`src/logic/alu_pkg.sv`:
```
package alu_pkg;

   // ****************************************
   // register map (byte addresses)
   // ****************************************
   localparam int unsigned ADDR_W   = 8;
   localparam logic [7:0]  CTRL_OFS = 8'h00;
   localparam logic [7:0]  SRC_OFS  = 8'h04;
   localparam logic [7:0]  DST_OFS  = 8'h08;
   localparam logic [7:0]  FLAG_OFS = 8'h0c;
   localparam logic [7:0]  RES_OFS  = 8'h10;
   localparam logic [7:0]  STAT_OFS = 8'h14;
   localparam logic [7:0]  DISP_OFS = 8'h18;
   localparam logic [7:0]  BASE_OFS = 8'h1c;

   // ****************************************
   // reset values and status fields
   // ****************************************
   localparam logic [31:0] CTRL_RST    = 32'h0000_0000;
   localparam logic [15:0] WORD_RST    = 16'h0000;
   localparam logic [7:0]  FLAG_RST    = 8'h00;
   localparam int unsigned STAT_DONE   = 0;
   localparam int unsigned STAT_BAD    = 1;
   localparam int unsigned STAT_STORED = 2;

   // ****************************************
   // operations and destinations
   // ****************************************
   typedef enum logic [1:0] {
      OP_NONE = 2'b00,
      OP_SEL  = 2'b01,
      OP_SUB  = 2'b10,
      OP_TEST = 2'b11
   } op_e;

   typedef enum logic [2:0] {
      DK_GEN_LO = 3'b000,
      DK_GEN_HI = 3'b001,
      DK_STATIC = 3'b010,
      DK_FRAME  = 3'b011,
      DK_ABS    = 3'b100
   } dest_kind_e;

   // ****************************************
   // carriers
   // ****************************************
   typedef struct packed {
      logic        start;
      logic [19:0] rsv_hi;
      dest_kind_e  dest_kind;
      logic        same_reg;
      logic        short_fmt;
      logic        dst_is_addr;
      logic        src_is_addr;
      logic        word;
      logic        rsv_lo;
      op_e         op;
   } ctrl_s;

   typedef struct packed {
      logic u;
      logic i;
      logic o;
      logic b;
      logic s;
      logic z;
      logic d;
      logic c;
   } flags_s;

   typedef struct packed {
      logic        valid;
      logic        to_reg;
      logic        high_byte;
      logic [15:0] addr;
      logic [7:0]  data;
   } store_s;

endpackage

```
`src/logic/cond_select_sub_test_alu.sv`:
```
// Our own choices: register access over APB and the register offsets.
`timescale 1ns/1ps
// Behaviour
// - the zero-select store writes the first immediate when Z is 1 and the second when Z is 0.
// - the select store takes 8-bit immediates; targets are gen reg 0 low/high, base+disp8, abs16.
// - subtract computes destination minus source and writes it back at byte or word size.
// - byte subtract into an address register zero-extends the source and works at 16 bits.
// - byte subtract from an address register uses only that register's low 8 bits.
// - the test operation widens its operands exactly as the subtract does.
// - subtract sets O when the signed result leaves the range of its width, else clears it.
// - subtract and test set S from the result's most significant bit.
// - subtract and test set Z when the result is zero, else clear it.
// - subtract sets C when no borrow occurs and clears it on a borrow.
// - the short subtract form is accepted at byte size only.
// - test forms the AND of both operands; it updates the flags and the result register, not the destination.
module cond_select_sub_test_alu (
   // clock and reset
   input  wire logic              clk_i,
   input  wire logic              sys_rst_i,
   // apb slave
   input  wire logic              psel_i,
   input  wire logic              penable_i,
   input  wire logic              pwrite_i,
   input  wire logic [7:0]        paddr_i,
   input  wire logic [31:0]       pwdata_i,
   output logic      [31:0]       prdata_o,
   output logic                   pready_o,
   output logic                   pslverr_o,
   // store port of the select store
   output alu_pkg::store_s        store_o,
   // flag register view
   output alu_pkg::flags_s        flags_o
);

   // ****************************************
   // registers and bus decode
   // ****************************************
   alu_pkg::ctrl_s    ctrl_q;
   logic [15:0]       src_q;
   logic [15:0]       dst_q;
   alu_pkg::flags_s   flags_q;
   logic [15:0]       res_q;
   logic [2:0]        stat_q;
   logic [15:0]       disp_q;
   logic [15:0]       static_base_q;
   logic [15:0]       frame_base_q;
   alu_pkg::store_s   store_q;
   logic              pready_q;
   logic              pslverr_q;
   logic [31:0]       prdata_q;
   logic              setup;
   logic              wr;
   logic              hit;
   logic              exec;
   alu_pkg::ctrl_s    cw;
   logic [31:0]       rd_mux;

   assign setup = psel_i & ~penable_i;
   assign wr    = psel_i & penable_i & pready_q & pwrite_i & hit;
   assign cw    = alu_pkg::ctrl_s'(pwdata_i);
   assign exec  = wr & (paddr_i == alu_pkg::CTRL_OFS) & cw.start;

   always_comb begin
      hit    = 1'b1;
      rd_mux = 32'h0000_0000;
      case (paddr_i)
         alu_pkg::CTRL_OFS: rd_mux = 32'(ctrl_q);
         alu_pkg::SRC_OFS:  rd_mux = {16'h0000, src_q};
         alu_pkg::DST_OFS:  rd_mux = {16'h0000, dst_q};
         alu_pkg::FLAG_OFS: rd_mux = {24'h00_0000, flags_q};
         alu_pkg::RES_OFS:  rd_mux = {16'h0000, res_q};
         alu_pkg::STAT_OFS: rd_mux = {29'h0000_0000, stat_q};
         alu_pkg::DISP_OFS: rd_mux = {16'h0000, disp_q};
         alu_pkg::BASE_OFS: rd_mux = {frame_base_q, static_base_q};
         default:           hit    = 1'b0;
      endcase
   end

   // one wait-free access phase: answer is prepared during setup
   always_ff @(posedge clk_i or posedge sys_rst_i) begin
      if (sys_rst_i) begin
         pready_q  <= 1'b0;
         pslverr_q <= 1'b0;
         prdata_q  <= 32'h0000_0000;
      end else begin
         pready_q  <= setup;
         pslverr_q <= setup & ~hit;
         if (setup) prdata_q <= pwrite_i ? 32'h0000_0000 : rd_mux;
      end
   end

   assign pready_o  = pready_q;
   assign pslverr_o = pslverr_q;
   assign prdata_o  = prdata_q;

   // ****************************************
   // datapath
   // ****************************************
   logic [15:0]       a16;
   logic [15:0]       b16;
   logic              wide;
   logic [16:0]       diff16;
   logic [8:0]        diff8;
   logic [15:0]       res;
   logic              res_msb;
   logic              res_zero;
   logic              ovf;
   logic              invalid;
   alu_pkg::flags_s   nflags;
   logic [7:0]        sel_val;
   logic [15:0]       eff_addr;

   always_comb begin
      b16  = cw.word ? src_q : {8'h00, src_q[7:0]};
      a16  = (cw.word | cw.dst_is_addr) ? dst_q : {8'h00, dst_q[7:0]};
      wide = cw.word | cw.dst_is_addr;
      diff16 = {1'b0, a16} - {1'b0, b16};
      diff8  = {1'b0, a16[7:0]} - {1'b0, b16[7:0]};
      res = (cw.op == alu_pkg::OP_SUB) ? (wide ? diff16[15:0] : {8'h00, diff8[7:0]})
                                        : (a16 & b16);
      res_msb  = wide ? res[15] : res[7];
      res_zero = wide ? (res == 16'h0000) : (res[7:0] == 8'h00);
      ovf = wide ? ((a16[15] ^ b16[15]) & (a16[15] ^ res[15]))
                 : ((a16[7] ^ b16[7]) & (a16[7] ^ res[7]));
   end

   always_comb begin
      invalid = 1'b0;
      if (!cw.word && cw.src_is_addr && cw.dst_is_addr &&
          (cw.op == alu_pkg::OP_SUB || cw.op == alu_pkg::OP_TEST)) invalid = 1'b1;
      if (cw.op == alu_pkg::OP_SUB && cw.short_fmt && cw.word) invalid = 1'b1;
      if (cw.op == alu_pkg::OP_SUB && cw.short_fmt && cw.same_reg) invalid = 1'b1;
      if (cw.op == alu_pkg::OP_SEL && cw.dest_kind > alu_pkg::DK_ABS) invalid = 1'b1;
   end

   always_comb begin
      nflags = flags_q;
      case (cw.op)
         alu_pkg::OP_SUB: begin
            nflags.s = res_msb;
            nflags.z = res_zero;
            nflags.o = ovf;
            nflags.c = wide ? ~diff16[16] : ~diff8[8];
         end
         alu_pkg::OP_TEST: begin
            nflags.s = res_msb;
            nflags.z = res_zero;
         end
         default: nflags = flags_q;
      endcase
   end

   assign sel_val = flags_q.z ? src_q[7:0] : src_q[15:8];

   // base-relative displacements are unsigned 8-bit
   always_comb begin
      case (cw.dest_kind)
         alu_pkg::DK_STATIC: eff_addr = static_base_q + {8'h00, disp_q[7:0]};
         alu_pkg::DK_FRAME:  eff_addr = frame_base_q + {8'h00, disp_q[7:0]};
         alu_pkg::DK_ABS:    eff_addr = disp_q;
         default:            eff_addr = 16'h0000;
      endcase
   end

   // ****************************************
   // software registers
   // ****************************************
   always_ff @(posedge clk_i or posedge sys_rst_i) begin
      if (sys_rst_i) begin
         ctrl_q        <= alu_pkg::ctrl_s'(alu_pkg::CTRL_RST);
         src_q         <= alu_pkg::WORD_RST;
         disp_q        <= alu_pkg::WORD_RST;
         static_base_q <= alu_pkg::WORD_RST;
         frame_base_q  <= alu_pkg::WORD_RST;
      end else if (wr) begin
         case (paddr_i)
            alu_pkg::CTRL_OFS: begin
               ctrl_q       <= cw;
               ctrl_q.start <= 1'b0;
            end
            alu_pkg::SRC_OFS:  src_q <= pwdata_i[15:0];
            alu_pkg::DISP_OFS: disp_q <= pwdata_i[15:0];
            alu_pkg::BASE_OFS: begin
               static_base_q <= pwdata_i[15:0];
               frame_base_q  <= pwdata_i[31:16];
            end
            default: src_q <= src_q;
         endcase
      end
   end

   always_ff @(posedge clk_i or posedge sys_rst_i) begin
      if (sys_rst_i) begin
         dst_q <= alu_pkg::WORD_RST;
      end else if (wr && paddr_i == alu_pkg::DST_OFS) begin
         dst_q <= pwdata_i[15:0];
      end else if (exec && !invalid && cw.op == alu_pkg::OP_SUB) begin
         dst_q <= wide ? res : {dst_q[15:8], res[7:0]};
      end
   end

   always_ff @(posedge clk_i or posedge sys_rst_i) begin
      if (sys_rst_i) begin
         flags_q <= alu_pkg::flags_s'(alu_pkg::FLAG_RST);
      end else if (wr && paddr_i == alu_pkg::FLAG_OFS) begin
         flags_q <= alu_pkg::flags_s'(pwdata_i[7:0]);
      end else if (exec && !invalid) begin
         flags_q <= nflags;
      end
   end

   always_ff @(posedge clk_i or posedge sys_rst_i) begin
      if (sys_rst_i) begin
         res_q <= alu_pkg::WORD_RST;
      end else if (exec && !invalid && cw.op != alu_pkg::OP_NONE) begin
         res_q <= (cw.op == alu_pkg::OP_SEL) ? {8'h00, sel_val} : res;
      end
   end

   // sticky status: a new event wins over a write-one clear
   always_ff @(posedge clk_i or posedge sys_rst_i) begin
      if (sys_rst_i) begin
         stat_q <= 3'h0;
      end else begin
         if (wr && paddr_i == alu_pkg::STAT_OFS) stat_q <= stat_q & ~pwdata_i[2:0];
         if (exec) stat_q[alu_pkg::STAT_DONE] <= 1'b1;
         if (exec && invalid) stat_q[alu_pkg::STAT_BAD] <= 1'b1;
         if (exec && !invalid && cw.op == alu_pkg::OP_SEL) stat_q[alu_pkg::STAT_STORED] <= 1'b1;
      end
   end

   always_ff @(posedge clk_i or posedge sys_rst_i) begin
      if (sys_rst_i) begin
         store_q <= '0;
      end else if (exec && !invalid && cw.op == alu_pkg::OP_SEL) begin
         // byte immediate to reg or memory
         store_q.valid     <= 1'b1;
         store_q.to_reg    <= (cw.dest_kind == alu_pkg::DK_GEN_LO) ||
                              (cw.dest_kind == alu_pkg::DK_GEN_HI);
         store_q.high_byte <= (cw.dest_kind == alu_pkg::DK_GEN_HI);
         store_q.addr      <= eff_addr;
         store_q.data      <= sel_val;
      end else begin
         store_q.valid <= 1'b0;
      end
   end

   assign store_o = store_q;
   assign flags_o = flags_q;
endmodule

```
`config.mk`:
```
export PLATFORM = sky130hd
export DESIGN_NAME = cond_select_sub_test_alu
export DESIGN_NICKNAME = d
export VERILOG_FILES = /design/src/logic/alu_pkg.sv /design/src/logic/cond_select_sub_test_alu.sv
export SDC_FILE = /design/constraint.sdc
export NUM_CORES = 1
export LEC_CHECK = 0
export BUFFER_PORTS_ARGS = -buffer_cell sky130_fd_sc_hd__buf_2
export CORE_MARGIN = 3
export CORE_UTILIZATION = 56
export DETAILED_ROUTE_END_ITERATION = 8
export GPL_TIMING_DRIVEN = 0
export HOLD_SLACK_MARGIN = 0.1
export PLACE_DENSITY = 0.76
export REMOVE_ABC_BUFFERS = 1
export SETUP_SLACK_MARGIN = 0.05
export SYNTH_ARGS = -nofsm -noshare
export SYNTH_HDL_FRONTEND = slang
export SYNTH_SLANG_ARGS = --single-unit
```
`constraint.sdc`:
```
create_clock -name clk_i -period 6.93 [get_ports clk_i]
set_input_delay 1.0395 -clock clk_i [delete_from_list [all_inputs] [get_ports clk_i]]
set_output_delay 1.0395 -clock clk_i [all_outputs]
set_load 0.05 [all_outputs]
```
==> reports/metrics.yaml <==
pwr:
  powerDensity_nw_per_um2: 183
  power_mw: 2.26
  p_leak_nw: 6.01
  peakVddDrop_v: 0.000235
critical_path:
  critPathMaxFanout: 37
  rrSetupSlack_ns: 3.01
  cp.arrival_ns: 5.20
  worst_r2r_endpoint: "store_o[19]"
  critPathRequiredTime_ns: 7.25
  crit_end: "store_o[19]"
  critPathLaunch: "paddr_i[2]"
  path_class: "in -> reg"
  start_kind: "input port"
  crit_path_end_kind: "flip-flop"
  reg2regPathDepth: 10
  rr_startpoint: "pready_o"
placement:
  place_ws_ns: 0.666
  dpl.hpwl_mm: 21.0
  io_buffers: 113
  gp_congestion: 0.961
  dpl-instance-area_um2: 11700
timing:
  min_period_ns: 4.88
  skew_ns: 0.0103
  final-hold-violation-count: 0
  final.period_utilization_pct: 70.4
  worstMarginPinSlew_ns: 1.17
  maxSlewViolCount: 0
  holdWs_ns: 0.474
  rsz0062_at_grt: "no"
  fmax_ghz: 0.205
  relSlewSlack_pct: 21.8
  setup_ws_ns: 2.05
  setup_viol_count_final: 0
synthesis:
  async_reset_ff_share_pct: 100
  synthDominantCellAreaShare_pct: 45.6
  synth_top_area_cell: "dfrtp_1"
  synth_edf_count: 0
  synth_fa_ha_area_share_pct: 4.95
  synth_cells: 1099
  muxShareOfSynthArea_pct: 13.5
  ys_warn_count: 0
  synth_xor_area_share_pct: 1.52
  ys.flop_type: "dfrtp_1"
  yosys.cell_types.count: 71
  synth_area_um2: 10900
  ys_ff_latch: 199
  syn_avg_cell_area_um2: 9.94
  synth_area_leaders: "dfrtp_1, mux2_2, o21ai_0, nand2_1, ha_1"
  synth-simple-area-share_pct: 13.7
  synth_commonest_cells: "dfrtp_1, nand2_1, o21ai_0"
  yosys.cell_count.top_type: "dfrtp_1"
  synth_top_family_by_area: "compound AO/OA/AOI/OAI gates"
  synth_compound_area_share_pct: 17.2
  ys_seq_area_share_pct: 45.6
detailed_routing:
  drt_pass1_iterations: 5
  met1Wirelength_mm: 12.8
  post_drt_wl_per_cell_um: 20.7
  vias: 9154
  wl_mm: 29.9
  top_layer_used: "met5"
  first_iter_violations: 978
  drc_errors: 0
  via_per_inst: 6.33
  wl_met2_mm: 13.7
  ant_nets: 0
  routed-wl-met3_mm: 2.35
global_routing:
  antenna_found_initial: 1
  grt_max_degree: 114
  grt_pass1_vias: 8901
  grt_first_pass_wirelength_mm: 47.8
  grt_usage_pct: 28.0
  grt_overflow: 0
finish:
  utilization_pct: 65.0
  fillerInstances: 1551
  regArea_um2: 4980
  multi_input_area_um2: 5600
  drive_above_1_share_pct: 23.2
  area_growth_pct: 12.8
  final_cell_area_um2: 12300
  largest_reg_flops: 32
  layout.nets: 1259
clock_network:
  clk_pin_slew_worst_paths_ns: 0.07
  post_cts_buffers: 0
  cts_inserted_buffers: 17
  cts_buffer_depth: 2
  root_buffer: "clkbuf_16"
  cts_hold_buf: 0
  htreeDepth: 4
  post_cts_resized: 0
  clk_latency_ns: 0.44
  cts_num_sinks: 199
  cts_tree: "done"
floorplanning:
  rows: 50
  die_w_um: 146
  core_area_um2: 19000
  dieHeight_um: 146
  start_util_pct: 57.6
  num_io_pins: 114
  fp.dieArea_um2: 21200
worst_hold_path:
  hp-class: "reg -> reg"
  worstHoldStart: "store_o[4]"
flow_run:
  max-cap-violations: 0
status:
  status: "complete, no violations"
-- worst min path at each step --
stage / endpoint / slack [ns] / depth (start not counted)
floorplan: stat_q[0] / 0.44 / 2
global placement: prdata_o[19] / 0.46 / 2
detailed placement: stat_q[0] / 0.46 / 2
CTS: store_o[6] / 0.48 / 2
global route: stat_q[2] / 0.51 / 2
finish: store_o[4] / 0.47 / 2
-- cell type report --
class	instances	area share (%)
inverter	33	1.07
timing repair buffer	121	5.77
sequential	199	40.4
clock inverter	13	1.08
clock buffer	19	3.59
antenna	1	0.0203
tap	260	2.64
multi-input combinational	800	45.4
-- power breakdown --
group	switching [mW]	internal, mW	leakage, nW	total [mW]
clock	0.492	0.490	0.286	0.982
sequential	0.00341	1.16	2.73	1.17
combinational	0.0843	0.0278	3.00	0.112
total	0.580	1.68	6.01	2.26
-- cells by family after synthesis --
logic type      count (synthesis)
flops                         199
buf+inv                       100
compound gates                288
fa+ha+maj                      42
xor+xnor                       19
simple gates                  316
mux                           135
-- worst max-delay path: stages --
cell,delay [ns]
buf_2,0.69
and3b_2,0.57
nor2b_4,0.33
buf_16,0.24
and3_1,0.26
nand2_2,0.63
clkinv_1,0.76
and3_1,0.40
a21oi_1,0.11
o21ai_0,0.10
-- layout by cell type (no fill, tap or decap), drive strengths merged, types with 4 or more instances in the layout --
cell	n
dfrtp	199
nand2	138
buf	121
o21ai	107
mux2	99
nor2	65
a21oi	46
ha	40
inv	38
mux2i	36
a22oi	26
nor3	22
clkbuf	19
a221oi	18
nand3	16
nor2b	14
a221o	13
xnor2	12
and3	11
and2	11
a21o	9
nand2b	9
a31oi	8
clkinv	8
o22ai	7
xor2	7
a22o	7
o31ai	7
or3	5
o2111ai	4
a211oi	4
o21a	4
nor4	4
-- through the flow --
step                instances  setup TNS, ns
floorplan                1032              0
global placement         1405        -381.05
detailed placement       1413              0
CTS                      1445              0
global route             1445              0
finish                   1446              0
-- layer usage --
metal,up-vias,GRT usage (%)
li1,4130,-
met1,4501,39.5
met2,439,43.5
met3,82,4.86
met4,2,11.0
met5,-,0
Note: power is estimated with default switching activity, not from simulation.
